===== config.mk =====
export PLATFORM = sky130hd
export DESIGN_NAME = pbmr_top
export DESIGN_NICKNAME = d
export VERILOG_FILES = /design/src/verilog/pbmr_pkg.sv /design/src/verilog/pbmr_mdio_engine.sv /design/src/verilog/pbmr_top.sv
export SDC_FILE = /design/constraint.sdc
export NUM_CORES = 1
export LEC_CHECK = 0
export BUFFER_PORTS_ARGS = -buffer_cell sky130_fd_sc_hd__clkbuf_2
export CAP_MARGIN = 25
export CORE_MARGIN = 1
export CORE_UTILIZATION = 55
export DETAILED_ROUTE_END_ITERATION = 8
export PLACE_DENSITY = 0.74
export SYNTH_ARGS = -nofsm -noshare
export SYNTH_HDL_FRONTEND = slang
export SYNTH_SLANG_ARGS = --single-unit

===== constraint.sdc =====
create_clock -name mclk_i -period 3.3 [get_ports mclk_i]
set_input_delay 0.66 -clock mclk_i [delete_from_list [all_inputs] [get_ports mclk_i]]
set_output_delay 0.66 -clock mclk_i [all_outputs]
set_load 0.02 [all_outputs]

===== src/verilog/pbmr_pkg.sv =====
// Operation
// - speed select bit is read-only and always reports 100 Mbit/s.
// - auto-negotiation enable bit always reads zero.
// - power-down bit powers the PHY down; only register access keeps working.
// - power-down is control bit OR low pin input; asserted pin sets the bit.
// - isolate bit disconnects the MAC-side interface; management stays alive.
// - duplex bit is read-only, reset value one, meaning full duplex.
// - legacy capability bits in basic status all read zero.
// - frames without preamble are accepted and this ability reads one.
// - auto-negotiation complete reads one; auto-negotiation ability reads zero.
// - jabber and remote fault bits set by hardware on detection, reset zero.
// - link status bit reads one while link up, zero while down.
// - extended capability bit is read-only and reads one.
// - identifier words hold organisation id, model and revision fields.
// - receive error latch sets when error count nonzero; cleared by reading.
// - channel ok and descrambler lock latch low until the register is written.
// - interrupt pin status shows pin asserted; cleared by reading address 0x12.
// - phy status mirrors jabber, loopback, duplex (reset one) and link.
// - top bit of phy specific control disables the 125 MHz clock output.
// - power save mode 1 powers down blocks, PLL too when bit 11 zero.
// - SGMII soft reset bit resets SGMII logic then clears itself.
// - address-zero isolate option isolates MAC when latched address is zero.
// - transmit FIFO depth field selects 4, 5, 6 or 8 nibbles.
// - shared pin is power-down input when enable is 0, interrupt output when 1.
package pbmr_pkg;
  // ----------------------------------------
  // register offsets
  // ----------------------------------------
  localparam logic [4:0]  ADDR_BASIC_CONTROL = 5'h00;
  localparam logic [4:0]  ADDR_BASIC_STATUS  = 5'h01;
  localparam logic [4:0]  ADDR_ID_HIGH       = 5'h02;
  localparam logic [4:0]  ADDR_ID_LOW        = 5'h03;
  localparam logic [4:0]  ADDR_PHY_STATUS    = 5'h10;
  localparam logic [4:0]  ADDR_PHY_SPEC_CTRL = 5'h11;
  localparam logic [4:0]  ADDR_INT_STATUS1   = 5'h12;
  // ----------------------------------------
  // reset values
  // ----------------------------------------
  localparam logic [15:0] RST_BASIC_CONTROL  = 16'h2100;
  localparam logic [15:0] RST_BASIC_STATUS   = 16'h0061;
  localparam logic [15:0] RST_PHY_STATUS     = 16'h0004;
  localparam logic [15:0] RST_PHY_SPEC_CTRL  = 16'h010B;
  // ----------------------------------------
  // basic control fields
  // ----------------------------------------
  localparam int          BC_SPEED           = 13;
  localparam int          BC_ANEG_EN         = 12;
  localparam int          BC_PWR_DOWN        = 11;
  localparam int          BC_ISOLATE         = 10;
  localparam int          BC_DUPLEX          = 8;
  // ----------------------------------------
  // basic status fields
  // ----------------------------------------
  localparam int          BS_PREAMBLE_SUP    = 6;
  localparam int          BS_ANEG_DONE       = 5;
  localparam int          BS_REMOTE_FAULT    = 4;
  localparam int          BS_LINK            = 2;
  localparam int          BS_JABBER          = 1;
  localparam int          BS_EXT_CAP         = 0;
  // ----------------------------------------
  // phy status fields
  // ----------------------------------------
  localparam int          PS_RX_ERR_LATCH    = 13;
  localparam int          PS_CHAN_OK         = 10;
  localparam int          PS_DESCR_LOCK      = 9;
  localparam int          PS_INT_PIN         = 7;
  localparam int          PS_JABBER          = 5;
  localparam int          PS_LOOPBACK        = 3;
  localparam int          PS_DUPLEX          = 2;
  localparam int          PS_LINK            = 0;
  // ----------------------------------------
  // phy specific control fields
  // ----------------------------------------
  localparam int          SC_DIS_REFCLK_125_OUTPUT      = 15;
  localparam int          SC_PSAVE_EN        = 14;
  localparam int          SC_PSAVE_HI        = 13;
  localparam int          SC_PSAVE_LO        = 12;
  localparam int          SC_SGMII_RST       = 11;
  localparam int          SC_AZ_ISOLATE      = 10;
  localparam int          SC_FIFO_HI         = 9;
  localparam int          SC_FIFO_LO         = 8;
  localparam int          SC_RSVD7           = 7;
  localparam int          SC_INT_POL         = 3;
  localparam int          SC_FORCE_INT       = 2;
  localparam int          SC_INT_EN          = 1;
  localparam int          SC_INT_OE          = 0;
  localparam logic [15:0] SC_WRITE_MASK      = 16'hFF8F;
  localparam logic [1:0]  PSAVE_IEEE_PD      = 2'h1;
  // ----------------------------------------
  // management frame codes
  // ----------------------------------------
  localparam logic [1:0]  OP_READ            = 2'h2;
  localparam logic [1:0]  OP_WRITE           = 2'h1;
  localparam logic [3:0]  FIELD5_LAST        = 4'h4;
  localparam logic [3:0]  DATA_LAST          = 4'hF;
  // ----------------------------------------
  // identification (values arbitrary)
  // ----------------------------------------
  localparam logic [21:0] OUI_DEFAULT        = 22'h0ABCDE;
  localparam logic [5:0]  MODEL_DEFAULT      = 6'h15;
  localparam logic [3:0]  REV_DEFAULT        = 4'h3;

  typedef enum logic [6:0] {
    PBMR_IDLE  = 7'h01,
    PBMR_START = 7'h02,
    PBMR_OP    = 7'h04,
    PBMR_PHY   = 7'h08,
    PBMR_REG   = 7'h10,
    PBMR_TA    = 7'h20,
    PBMR_DATA  = 7'h40
  } pbmr_state_e;
endpackage : pbmr_pkg


===== src/verilog/pbmr_mdio_engine.sv =====
`timescale 1ns/1ns
module pbmr_mdio_engine (
  // clock and reset
  input  wire logic        mclk_i,
  input  wire logic        rst_i,
  // management pins
  input  wire logic        mdc_i,
  input  wire logic        mdio_i,
  output logic             mdio_o,
  output logic             mdio_oe_o,
  // register side
  input  wire logic [4:0]  phy_addr_i,
  input  wire logic [15:0] rd_data_i,
  output logic             rd_pulse_o,
  output logic             wr_pulse_o,
  output logic [4:0]       reg_addr_o,
  output logic [15:0]      wr_data_o
);
  pbmr_pkg::pbmr_state_e state_r;
  logic        mdc_d_r;
  logic        rise;
  logic [3:0]  cnt_r;
  logic [1:0]  op_r;
  logic [4:0]  phy_r;
  logic [15:0] shift_r;
  logic        match;

  assign rise  = mdc_i & ~mdc_d_r;
  assign match = (phy_r == phy_addr_i);

  always_ff @(posedge mclk_i) begin
    if (rst_i) mdc_d_r <= 1'b1;
    else       mdc_d_r <= mdc_i;
  end

  // ----------------------------------------
  // frame sequencer
  // ----------------------------------------
  always_ff @(posedge mclk_i) begin
    if (rst_i) begin
      state_r    <= pbmr_pkg::PBMR_IDLE;
      cnt_r      <= 4'h0;
      op_r       <= 2'h0;
      phy_r      <= 5'h00;
      reg_addr_o <= 5'h00;
      shift_r    <= 16'h0000;
      wr_data_o  <= 16'h0000;
      rd_pulse_o <= 1'b0;
      wr_pulse_o <= 1'b0;
      mdio_o     <= 1'b1;
      mdio_oe_o  <= 1'b0;
    end else begin
      rd_pulse_o <= 1'b0;
      wr_pulse_o <= 1'b0;
      if (rd_pulse_o) shift_r <= rd_data_i;
      if (rise) begin
        case (state_r)
          // no preamble needed: any 0 after idle starts a frame
          pbmr_pkg::PBMR_IDLE: begin
            if (!mdio_i) state_r <= pbmr_pkg::PBMR_START;
          end
          pbmr_pkg::PBMR_START: begin
            cnt_r   <= 4'h0;
            state_r <= mdio_i ? pbmr_pkg::PBMR_OP : pbmr_pkg::PBMR_IDLE;
          end
          pbmr_pkg::PBMR_OP: begin
            op_r  <= {op_r[0], mdio_i};
            cnt_r <= cnt_r + 4'h1;
            if (cnt_r == 4'h1) begin
              cnt_r   <= 4'h0;
              state_r <= pbmr_pkg::PBMR_PHY;
            end
          end
          pbmr_pkg::PBMR_PHY: begin
            phy_r <= {phy_r[3:0], mdio_i};
            cnt_r <= cnt_r + 4'h1;
            if (cnt_r == pbmr_pkg::FIELD5_LAST) begin
              cnt_r   <= 4'h0;
              state_r <= pbmr_pkg::PBMR_REG;
            end
          end
          pbmr_pkg::PBMR_REG: begin
            reg_addr_o <= {reg_addr_o[3:0], mdio_i};
            cnt_r      <= cnt_r + 4'h1;
            if (cnt_r == pbmr_pkg::FIELD5_LAST) begin
              cnt_r      <= 4'h0;
              rd_pulse_o <= (op_r == pbmr_pkg::OP_READ) && match;
              state_r    <= pbmr_pkg::PBMR_TA;
            end
          end
          pbmr_pkg::PBMR_TA: begin
            cnt_r <= cnt_r + 4'h1;
            if (cnt_r == 4'h0) begin
              mdio_oe_o <= (op_r == pbmr_pkg::OP_READ) && match;
              mdio_o    <= 1'b0;
            end else begin
              mdio_o  <= shift_r[15];
              shift_r <= {shift_r[14:0], 1'b0};
              cnt_r   <= 4'h0;
              state_r <= pbmr_pkg::PBMR_DATA;
            end
          end
          pbmr_pkg::PBMR_DATA: begin
            cnt_r <= cnt_r + 4'h1;
            if (mdio_oe_o) begin
              mdio_o  <= shift_r[15];
              shift_r <= {shift_r[14:0], 1'b0};
            end else begin
              shift_r <= {shift_r[14:0], mdio_i};
            end
            if (cnt_r == pbmr_pkg::DATA_LAST) begin
              mdio_oe_o  <= 1'b0;
              mdio_o     <= 1'b1;
              wr_pulse_o <= (op_r == pbmr_pkg::OP_WRITE) && match;
              wr_data_o  <= {shift_r[14:0], mdio_i};
              state_r    <= pbmr_pkg::PBMR_IDLE;
            end
          end
          default: state_r <= pbmr_pkg::PBMR_IDLE;
        endcase
      end
    end
  end
endmodule : pbmr_mdio_engine


===== src/verilog/pbmr_top.sv =====
`timescale 1ns/1ns
module pbmr_top (
  // clock and reset
  input  wire logic       mclk_i,
  input  wire logic       rst_i,
  // management pins
  input  wire logic       mdc_i,
  input  wire logic       mdio_i,
  output logic            mdio_o,
  output logic            mdio_oe_o,
  // straps
  input  wire logic [4:0] phy_addr_strap_i,
  // shared interrupt / power-down pin
  input  wire logic       int_pin_i,
  output logic            int_pin_o,
  output logic            int_pin_oe_o,
  // core status
  input  wire logic       link_up_i,
  input  wire logic       jabber_i,
  input  wire logic       remote_fault_i,
  input  wire logic       rx_fault_count_nonzero_i,
  input  wire logic       channel_ok_i,
  input  wire logic       descr_lock_i,
  input  wire logic       loopback_i,
  input  wire logic       int_req_i,
  // core control
  output logic            power_down_o,
  output logic            pll_off_o,
  output logic            isolate_o,
  output logic            refclk_125_output_en_o,
  output logic            sgmii_reset_o,
  output logic [3:0]      tx_fifo_depth_o
);
  parameter logic [21:0] OUI   = pbmr_pkg::OUI_DEFAULT;
  parameter logic [5:0]  MODEL = pbmr_pkg::MODEL_DEFAULT;
  parameter logic [3:0]  REV   = pbmr_pkg::REV_DEFAULT;

  logic        rd_pulse;
  logic        wr_pulse;
  logic [4:0]  reg_addr;
  logic [15:0] wr_data;
  logic [15:0] rd_data;
  logic [4:0]  phy_addr_r;
  logic        pwr_down_r;
  logic        isolate_r;
  logic        jabber_r;
  logic        rfault_r;
  logic        rx_err_r;
  logic        chan_ok_r;
  logic        descr_lock_r;
  logic        int_pin_r;
  logic [15:0] spec_ctrl_r;
  logic        wr_bc;
  logic        wr_ps;
  logic        wr_sc;
  logic        rd_bs;
  logic        rd_ps;
  logic        pin_pd;
  logic        int_active;
  logic        ieee_pd;
  logic        pd_eff;

  // ----------------------------------------
  // helpers
  // ----------------------------------------
  function automatic logic [3:0] fifo_nibbles(input logic [1:0] code);
    case (code)
      2'h0:    fifo_nibbles = 4'h4;
      2'h1:    fifo_nibbles = 4'h5;
      2'h2:    fifo_nibbles = 4'h6;
      default: fifo_nibbles = 4'h8;
    endcase
  endfunction : fifo_nibbles

  function automatic logic [15:0] basic_control_word(input logic pd, input logic iso);
    basic_control_word                         = 16'h0000;
    basic_control_word[pbmr_pkg::BC_SPEED]     = 1'b1;
    basic_control_word[pbmr_pkg::BC_ANEG_EN]   = 1'b0;
    basic_control_word[pbmr_pkg::BC_PWR_DOWN]  = pd;
    basic_control_word[pbmr_pkg::BC_ISOLATE]   = iso;
    basic_control_word[pbmr_pkg::BC_DUPLEX]    = 1'b1;
  endfunction : basic_control_word

  // ----------------------------------------
  // management frame engine
  // ----------------------------------------
  pbmr_mdio_engine u_engine (
    .mclk_i     (mclk_i),
    .rst_i      (rst_i),
    .mdc_i      (mdc_i),
    .mdio_i     (mdio_i),
    .mdio_o     (mdio_o),
    .mdio_oe_o  (mdio_oe_o),
    .phy_addr_i (phy_addr_r),
    .rd_data_i  (rd_data),
    .rd_pulse_o (rd_pulse),
    .wr_pulse_o (wr_pulse),
    .reg_addr_o (reg_addr),
    .wr_data_o  (wr_data)
  );

  assign wr_bc      = wr_pulse && (reg_addr == pbmr_pkg::ADDR_BASIC_CONTROL);
  assign wr_ps      = wr_pulse && (reg_addr == pbmr_pkg::ADDR_PHY_STATUS);
  assign wr_sc      = wr_pulse && (reg_addr == pbmr_pkg::ADDR_PHY_SPEC_CTRL);
  assign rd_bs      = rd_pulse && (reg_addr == pbmr_pkg::ADDR_BASIC_STATUS);
  assign rd_ps      = rd_pulse && (reg_addr == pbmr_pkg::ADDR_PHY_STATUS);
  assign pin_pd     = !spec_ctrl_r[pbmr_pkg::SC_INT_OE] && !int_pin_i;
  assign int_active = spec_ctrl_r[pbmr_pkg::SC_FORCE_INT]
                    | (spec_ctrl_r[pbmr_pkg::SC_INT_EN] & int_req_i);
  assign ieee_pd    = spec_ctrl_r[pbmr_pkg::SC_PSAVE_EN]
                    && (spec_ctrl_r[pbmr_pkg::SC_PSAVE_HI:pbmr_pkg::SC_PSAVE_LO]
                        == pbmr_pkg::PSAVE_IEEE_PD);
  assign pd_eff     = pwr_down_r | pin_pd | ieee_pd;

  // ----------------------------------------
  // address strap
  // ----------------------------------------
  always_ff @(posedge mclk_i) begin
    if (rst_i) phy_addr_r <= phy_addr_strap_i;
  end

  // ----------------------------------------
  // basic control
  // ----------------------------------------
  always_ff @(posedge mclk_i) begin
    if (rst_i) begin
      pwr_down_r <= pbmr_pkg::RST_BASIC_CONTROL[pbmr_pkg::BC_PWR_DOWN];
      isolate_r  <= pbmr_pkg::RST_BASIC_CONTROL[pbmr_pkg::BC_ISOLATE];
    end else begin
      if (wr_bc) begin
        pwr_down_r <= wr_data[pbmr_pkg::BC_PWR_DOWN];
        isolate_r  <= wr_data[pbmr_pkg::BC_ISOLATE];
      end
      if (pin_pd) pwr_down_r <= 1'b1;
    end
  end

  // ----------------------------------------
  // basic status latches
  // ----------------------------------------
  always_ff @(posedge mclk_i) begin
    if (rst_i) begin
      jabber_r <= 1'b0;
      rfault_r <= 1'b0;
    end else begin
      if (rd_bs) begin
        jabber_r <= 1'b0;
        rfault_r <= 1'b0;
      end
      if (jabber_i)       jabber_r <= 1'b1;
      if (remote_fault_i) rfault_r <= 1'b1;
    end
  end

  // ----------------------------------------
  // phy status latches
  // ----------------------------------------
  always_ff @(posedge mclk_i) begin
    if (rst_i) begin
      rx_err_r     <= pbmr_pkg::RST_PHY_STATUS[pbmr_pkg::PS_RX_ERR_LATCH];
      chan_ok_r    <= pbmr_pkg::RST_PHY_STATUS[pbmr_pkg::PS_CHAN_OK];
      descr_lock_r <= pbmr_pkg::RST_PHY_STATUS[pbmr_pkg::PS_DESCR_LOCK];
      int_pin_r    <= pbmr_pkg::RST_PHY_STATUS[pbmr_pkg::PS_INT_PIN];
    end else begin
      if (rd_ps)                    rx_err_r <= 1'b0;
      if (rx_fault_count_nonzero_i) rx_err_r <= 1'b1;
      if (wr_ps) begin
        chan_ok_r    <= channel_ok_i;
        descr_lock_r <= descr_lock_i;
      end
      if (!channel_ok_i) chan_ok_r    <= 1'b0;
      if (!descr_lock_i) descr_lock_r <= 1'b0;
      if (rd_pulse && (reg_addr == pbmr_pkg::ADDR_INT_STATUS1)) int_pin_r <= 1'b0;
      if (int_active && spec_ctrl_r[pbmr_pkg::SC_INT_OE]) int_pin_r <= 1'b1;
    end
  end

  // ----------------------------------------
  // phy specific control
  // ----------------------------------------
  always_ff @(posedge mclk_i) begin
    if (rst_i) begin
      spec_ctrl_r <= pbmr_pkg::RST_PHY_SPEC_CTRL;
    end else begin
      spec_ctrl_r[pbmr_pkg::SC_SGMII_RST] <= 1'b0;
      if (wr_sc) spec_ctrl_r <= wr_data & pbmr_pkg::SC_WRITE_MASK;
    end
  end

  // ----------------------------------------
  // read data mux
  // ----------------------------------------
  always_comb begin
    rd_data = 16'h0000;
    case (reg_addr)
      pbmr_pkg::ADDR_BASIC_CONTROL: rd_data = basic_control_word(pwr_down_r, isolate_r);
      pbmr_pkg::ADDR_BASIC_STATUS: begin
        rd_data[pbmr_pkg::BS_PREAMBLE_SUP] = 1'b1;
        rd_data[pbmr_pkg::BS_ANEG_DONE]    = 1'b1;
        rd_data[pbmr_pkg::BS_REMOTE_FAULT] = rfault_r;
        rd_data[pbmr_pkg::BS_LINK]         = link_up_i;
        rd_data[pbmr_pkg::BS_JABBER]       = jabber_r;
        rd_data[pbmr_pkg::BS_EXT_CAP]      = 1'b1;
      end
      pbmr_pkg::ADDR_ID_HIGH: rd_data = OUI[21:6];
      pbmr_pkg::ADDR_ID_LOW:  rd_data = {OUI[5:0], MODEL, REV};
      pbmr_pkg::ADDR_PHY_STATUS: begin
        rd_data[pbmr_pkg::PS_RX_ERR_LATCH] = rx_err_r;
        rd_data[pbmr_pkg::PS_CHAN_OK]      = chan_ok_r;
        rd_data[pbmr_pkg::PS_DESCR_LOCK]   = descr_lock_r;
        rd_data[pbmr_pkg::PS_INT_PIN]      = int_pin_r;
        rd_data[pbmr_pkg::PS_JABBER]       = jabber_r;
        rd_data[pbmr_pkg::PS_LOOPBACK]     = loopback_i;
        rd_data[pbmr_pkg::PS_DUPLEX]       = 1'b1;
        rd_data[pbmr_pkg::PS_LINK]         = link_up_i;
      end
      pbmr_pkg::ADDR_PHY_SPEC_CTRL: rd_data = spec_ctrl_r;
      default: rd_data = 16'h0000;
    endcase
  end

  // ----------------------------------------
  // core control outputs
  // ----------------------------------------
  always_ff @(posedge mclk_i) begin
    if (rst_i) begin
      power_down_o           <= 1'b0;
      pll_off_o              <= 1'b0;
      isolate_o              <= 1'b0;
      refclk_125_output_en_o <= 1'b0;
      sgmii_reset_o          <= 1'b0;
      tx_fifo_depth_o        <= 4'h5;
    end else begin
      power_down_o           <= pd_eff;
      pll_off_o              <= ieee_pd && !spec_ctrl_r[pbmr_pkg::SC_SGMII_RST];
      isolate_o              <= isolate_r || pd_eff
                              || (spec_ctrl_r[pbmr_pkg::SC_AZ_ISOLATE]
                                  && (phy_addr_r == 5'h00));
      refclk_125_output_en_o <= !spec_ctrl_r[pbmr_pkg::SC_DIS_REFCLK_125_OUTPUT] && !pd_eff;
      sgmii_reset_o          <= spec_ctrl_r[pbmr_pkg::SC_SGMII_RST];
      tx_fifo_depth_o        <= fifo_nibbles(
                                  spec_ctrl_r[pbmr_pkg::SC_FIFO_HI:pbmr_pkg::SC_FIFO_LO]);
    end
  end

  // ----------------------------------------
  // shared pin driver
  // ----------------------------------------
  always_ff @(posedge mclk_i) begin
    if (rst_i) begin
      int_pin_o    <= 1'b1;
      int_pin_oe_o <= 1'b0;
    end else begin
      int_pin_o    <= spec_ctrl_r[pbmr_pkg::SC_INT_POL] ? !int_active : int_active;
      int_pin_oe_o <= spec_ctrl_r[pbmr_pkg::SC_INT_OE];
    end
  end
endmodule : pbmr_top


After elaboration in Yosys (flattened, before gate mapping)
Index checks and enable logic that the tools add are counted.
- register bits after elaboration: 97
- input port bits: 18
- output and inout port bits: 13
- word-level logic and storage cells: 176
- add/subtract/negate cells: 1
- equality and inequality tests: 30
- multiplexer cells: 48
- bitwise logic cells: 14
- reductions and logical operators: 52
- operator list (cell ; number):
    $pmux 7 s7 ; 1
    $mux 16 ; 3
    $mux 7 ; 6
    $pmux 16 s2 ; 1
    $pmux 4 s5 ; 1
    $mux 1 ; 17
    $pmux 2 s4 ; 2
    $eq 5x5->1 const B ; 3
    $pmux 1 s3 ; 5
    $logic_and 1x1->1 ; 14
    $reduce_or 2->1 ; 7
    $mux 4 ; 3
    $pmux 1 s2 ; 6
    $pmux 4 s3 ; 1
    $reduce_bool 2->1 ; 6
    $eq 5x2->1 const B ; 2
    $logic_not 5->1 ; 2
    $ne 2x1->1 const B ; 5
    $not 1->1 ; 9
    $reduce_and 2->1 ; 4
    $reduce_or 4->1 ; 2
    $eq 7x1->1 const B ; 1
    $eq 7x2->1 const B ; 1
    $eq 7x3->1 const B ; 1
    27 further kinds ; 42

Longest topological paths before layout
- word-level depth: 7
- mapped depth: 8
- depth with buffers taken out: 7

Cells and area by module
A second synthesis with hierarchy kept.
- cells, all modules: 472
- area, all modules: 4503.1 um2
- modules (own cells, without submodules) (module ; instances ; cells each ; area each (um2) ; sequential area each (um2)):
    pbmr_mdio_engine ; 1 ; 307 ; 2852.7 ; 1201.2
    pbmr_top ; 1 ; 165 ; 1650.3 ; 790.8

Least setup slack after synthesis
No wires, ideal clock.
- kind: register to register
- start: register u_engine.state_r[4]
- end: register u_engine.state_r[0]
- library setup time: 0.132 ns
- arrival time: 1.606 ns
- required time: 3.168 ns
- slack: 1.562 ns
- cell stages (with the launch flop): 7
- buffers on the path: 1
- clock period less this slack: 1.738 ns
- cells stage by stage: dfxtp_1 > buf_6 > or3_4 > o41ai_4 > and3b_4 > a21oi_1 > o21ai_1
- word-level cells in the longest chain between the ends: 3
- elaborated cells on any way between the ends: 15
- those cells by class: 13 x eq/ne; 1 x mux; 1 x reduce/logical
- RTL lines (element ; RTL line ; text):
    from (decl) ; pbmr_mdio_engine.sv:19 ; pbmr_pkg::pbmr_state_e state_r;
    from (signal assigned) ; pbmr_mdio_engine.sv:41 ; state_r <= pbmr_pkg::PBMR_IDLE;
    from (signal assigned) ; pbmr_mdio_engine.sv:60 ; if (!mdio_i) state_r <= pbmr_pkg::PBMR_START;
    from (signal assigned) ; pbmr_mdio_engine.sv:64 ; state_r <= mdio_i ? pbmr_pkg::PBMR_OP : pbmr_pkg::PBMR_IDLE;
    $eq 7x7->1 (tied with other cells) ; pbmr_mdio_engine.sv:57 ; case (state_r)
    $ne 2x1->1 (no source line) / $ne 2x2->1 (equally long branches) ; - ;
    $reduce_and 7->1 (no source line) ; - ;
Parallel ways exist; a longest one is shown, timed or not.
A chain may end at the register's enable or synchronous reset.

Worst setup path in the final report
- start: register u_engine.cnt_r[0]
- end: register u_engine.shift_r[12]
- word-level cells in the longest chain between the ends: 4
- RTL lines (element ; RTL line ; text):
    from (decl) ; pbmr_mdio_engine.sv:22 ; logic [3:0] cnt_r;
    from (signal assigned) ; pbmr_mdio_engine.sv:68 ; cnt_r <= cnt_r + 4'h1;
    from (signal assigned) ; pbmr_mdio_engine.sv:76 ; cnt_r <= cnt_r + 4'h1;
    from (signal assigned) ; pbmr_mdio_engine.sv:84 ; cnt_r <= cnt_r + 4'h1;
    $logic_not 4->1 ; pbmr_mdio_engine.sv:93 ; if (cnt_r == 4'h0) begin
    $mux 16 ; pbmr_mdio_engine.sv:93 ;
    $pmux 16 s2 ; pbmr_mdio_engine.sv:57 ;
    $mux 16 ; pbmr_mdio_engine.sv:56 ; if (rise) begin
    to (signal assigned) ; pbmr_mdio_engine.sv:55 ; if (rd_pulse_o) shift_r <= rd_data_i;
    to (signal assigned) ; pbmr_mdio_engine.sv:98 ; shift_r <= {shift_r[14:0], 1'b0};
    to (signal assigned) ; pbmr_mdio_engine.sv:107 ; shift_r <= {shift_r[14:0], 1'b0};
    to (decl) ; pbmr_mdio_engine.sv:25 ; logic [15:0] shift_r;
No other way between the ends.

==> flow_summary.yaml <==
power_and_ir_drop:
  leakagePower_nw: 1.83
  p_int_w: 0.00153
  p_comb_share_pct: 3.8
  p_switching_w: 0.000461
  p_sw_share_pct: 23.2
  seqPwrFrac_pct: 58.6
  clockPowerShare_pct: 37.6
  vdd_drop_max_v: 0.000268
  p_per_area_nw_per_um2: 431
drt:
  wl_per_cell_microns: 16.7
  antenna_left: 0
  dr.pass1.iters: 5
  drtIter0Drc: 258
  drc_errors: 0
  num_vias: 3514
  viasPerCell: 5.93
  wirelength_mm: 9.89
clock_tree:
  cts_tree: "built"
  clock_tree.buffer_depth: 2
  cts.sinks: 94
  htreeDepth: 3
  path_clk_slew_ps: 100
  cts-root-buf: "clkbuf_8"
  cts_hold_buf: 0
  cts_made_buffers: 9
  cts_resized: 0
  post_cts_buffers: 0
  clk_latency_ps: 360
timing:
  worstMarginPinSlew_ps: 791
  skew_ps: 16.0
  tns_ps: 0
  timing.slew.headroom_pct: 47.1
  setup_ws_ps: 981
  finalSetupViolCount: 0
  period_share_pct: 70.3
  rsz0062_at_grt: "no"
  finalCriticalPeriod_ps: 2320
  hold_viol: 0
  max_freq_ghz: 0.431
  finalMaxSlewViolations: 0
synthesis:
  ys_top_cells_by_area: "dfxtp_1, mux2i_1, nor2_1"
  syn_area_sq_um: 4290
  synth_top_family_by_area: "simple AND/OR/NAND/NOR gates"
  synth_compound_area_share_pct: 13.6
  syn-num-nets: 495
  synthAdderAreaFrac_pct: 0.875
  synth_warnings: 0
  synth_edf_count: 5
  synth-main-ff-cell: "dfxtp_1"
  syn_inst: 474
  syn_area_per_cell_sq_um: 9.05
  ys_seq_area_share_pct: 45.1
  synth_top_area_share_pct: 41.6
  yosys.area.top_type: "dfxtp_1"
  synth.distinct_cells: 69
  synth_seq_cells: 94
  yosys.area_share.simple_pct: 26.5
  synth_xor_area_share_pct: 1.63
  synth_mux_area_share_pct: 7.09
  async_reset_ff_share_pct: 0
floorplanning:
  core_area_sq_um: 7410
  initial_core_util_pct: 57.9
  std_cell_rows: 31
  die_x_microns: 90.3
  die_area_sq_um: 8150
  io_pins: 31
  die_h_microns: 90.3
grt:
  grt.overflow.total: 0
  grt_pass1_wl_mm: 16.6
  gr-usage-all-layers_pct: 25.8
  grt_max_degree: 77
  first_global_vias: 3370
  antenna_found_initial: 0
worst_setup_path:
  crit_family: "simple AND/OR/NAND/NOR gates"
  critPathCaptureType: "flop"
  cpPeakStageDelay_ps: 600
  crit_buf_inv: 1
  worstPathArrival_ps: 2510
  critPathMaxFanout: 21
  path_class: "reg -> reg"
  start_kind: "flop"
  cp.required_ps: 3490
  cpMaxStageDelayCell: "nand3_1"
  cp_cell_sequence: "inv_1, ha_1, nor3b_1, o21ai_0, nand3_1, nor2_1, a211oi_1"
place:
  hpwl_mm: 6.63
  post-place-cells: 577
  gp_congestion: 0.866
  place_ws_ps: 968
  io_buffer_count: 30
status:
  outcome: "complete, no violations"
cells_and_area:
  final_cells: 593
  areaGrowthSynthToFinish_pct: 7.38
  num_antenna_cells: 0
  final_core_util_pct: 62.2
  nets: 510
  layout_commonest_cell: "dfxtp_1"
  final_cell_mix: "dfxtp_1, nor2_1, nand2_1"
  drive_gt1_share_pct: 15.2
flow_run:
  maxCapViolations: 0
worst_hold_path:
  min_path_type: "reg -> reg"
==> cell type report <==
cell class                      instances  area (sq um)
Clock buffer                           12           166
Clock inverter                          4          28.8
Fill cell                             625          2800
Inverter                               12          45.0
Multi-Input combinational cell        338          2130
Sequential cell                        94          1930
Tap cell                               99           124
Timing Repair Buffer                   34           180
==> power groups by stage <==
stage	combinational [W]	sequential [W]	clock (W)
after global routing	0.0000834	0.00117	0.000806
final	0.0000752	0.00116	0.000747
after global placement	0.0000738	0.00119	0
after CTS	0.0000751	0.00116	0.000760
after floorplan	0.0000519	0.00119	0
after detailed placement	0.0000747	0.00119	0
==> stage by stage <==
stage | power (W) | hold slack, ps | instance area [sq um]
floorplan | 0.00124 | 414 | 4290
global placement | 0.00126 | 435 | 4410
detailed placement | 0.00127 | 444 | 4410
CTS | 0.00200 | 457 | 4600
global route | 0.00205 | 450 | 4600
finish | 0.00199 | 456 | 4600
==> tightest hold or removal path: stages, from the launching register on <==
cell and delay (ps):
dfxtp_1 320, nand2_1 50, a21oi_1 50
==> synth_stat cells, types with 4 or more instances <==
library cell / number
and3_1: 8
nor3_1: 11
nand2_1: 48
inv_1: 10
nor3b_1: 6
o211ai_1: 8
buf_2: 7
clkbuf_1: 15
mux2i_1: 27
a31o_1: 4
nand3_1: 26
a211oi_1: 4
dfxtp_1: 89
nor4b_1: 4
xor2_1: 6
o21ai_0: 6
buf_6: 5
nor2_1: 56
nor4_1: 5
nand4_1: 10
nor2b_1: 5
edfxtp_1: 5
a21oi_1: 36
==> metal layers <==
metal / part of all wire (%) / vias up / routed length [microns] / global-route usage, %
met1: 47 / 1671 / 4610 / 34.6
met4: 1.6 / 0 / 163 / 10.1
met5: 0 / - / 0 / 0
met2: 47 / 110 / 4650 / 41.7
met3: 4.7 / 13 / 462 / 4.12
li1: - / 1720 / - / -
==> registers in the layout, indices dropped and copies added (netlist names), 2 cells and up <==
| signal | cells |
|---|---|
| u_engine.phy_r | 5 |
| u_engine.wr_data_o | 13 |
| u_engine.reg_addr_o | 5 |
| tx_fifo_depth_o | 4 |
| u_engine.op_r | 2 |
| u_engine.state_r | 7 |
| spec_ctrl_r | 13 |
| u_engine.cnt_r | 4 |
| u_engine.shift_r | 16 |
| phy_addr_r | 5 |
==> final timing paths <==
check,startpoint,endpoint,slack [ps],depth (start not counted)
min reg2reg,u_engine.wr_data_o[14],spec_ctrl_r[14],460,2
min,u_engine.wr_data_o[14],spec_ctrl_r[14],460,2
max reg2reg,u_engine.cnt_r[0],u_engine.shift_r[12],980,7
max,u_engine.cnt_r[0],u_engine.shift_r[12],980,7
==> cell families after synthesis <==
group	after synthesis
AO/OA/AOI/OAI	86
XOR/XNOR	8
adder cells (fa/ha/maj)	3
buffers and inverters	42
flip-flops	94
multiplexers	30
AND/OR/NAND/NOR	211
(Power assumes the default switching activity.)
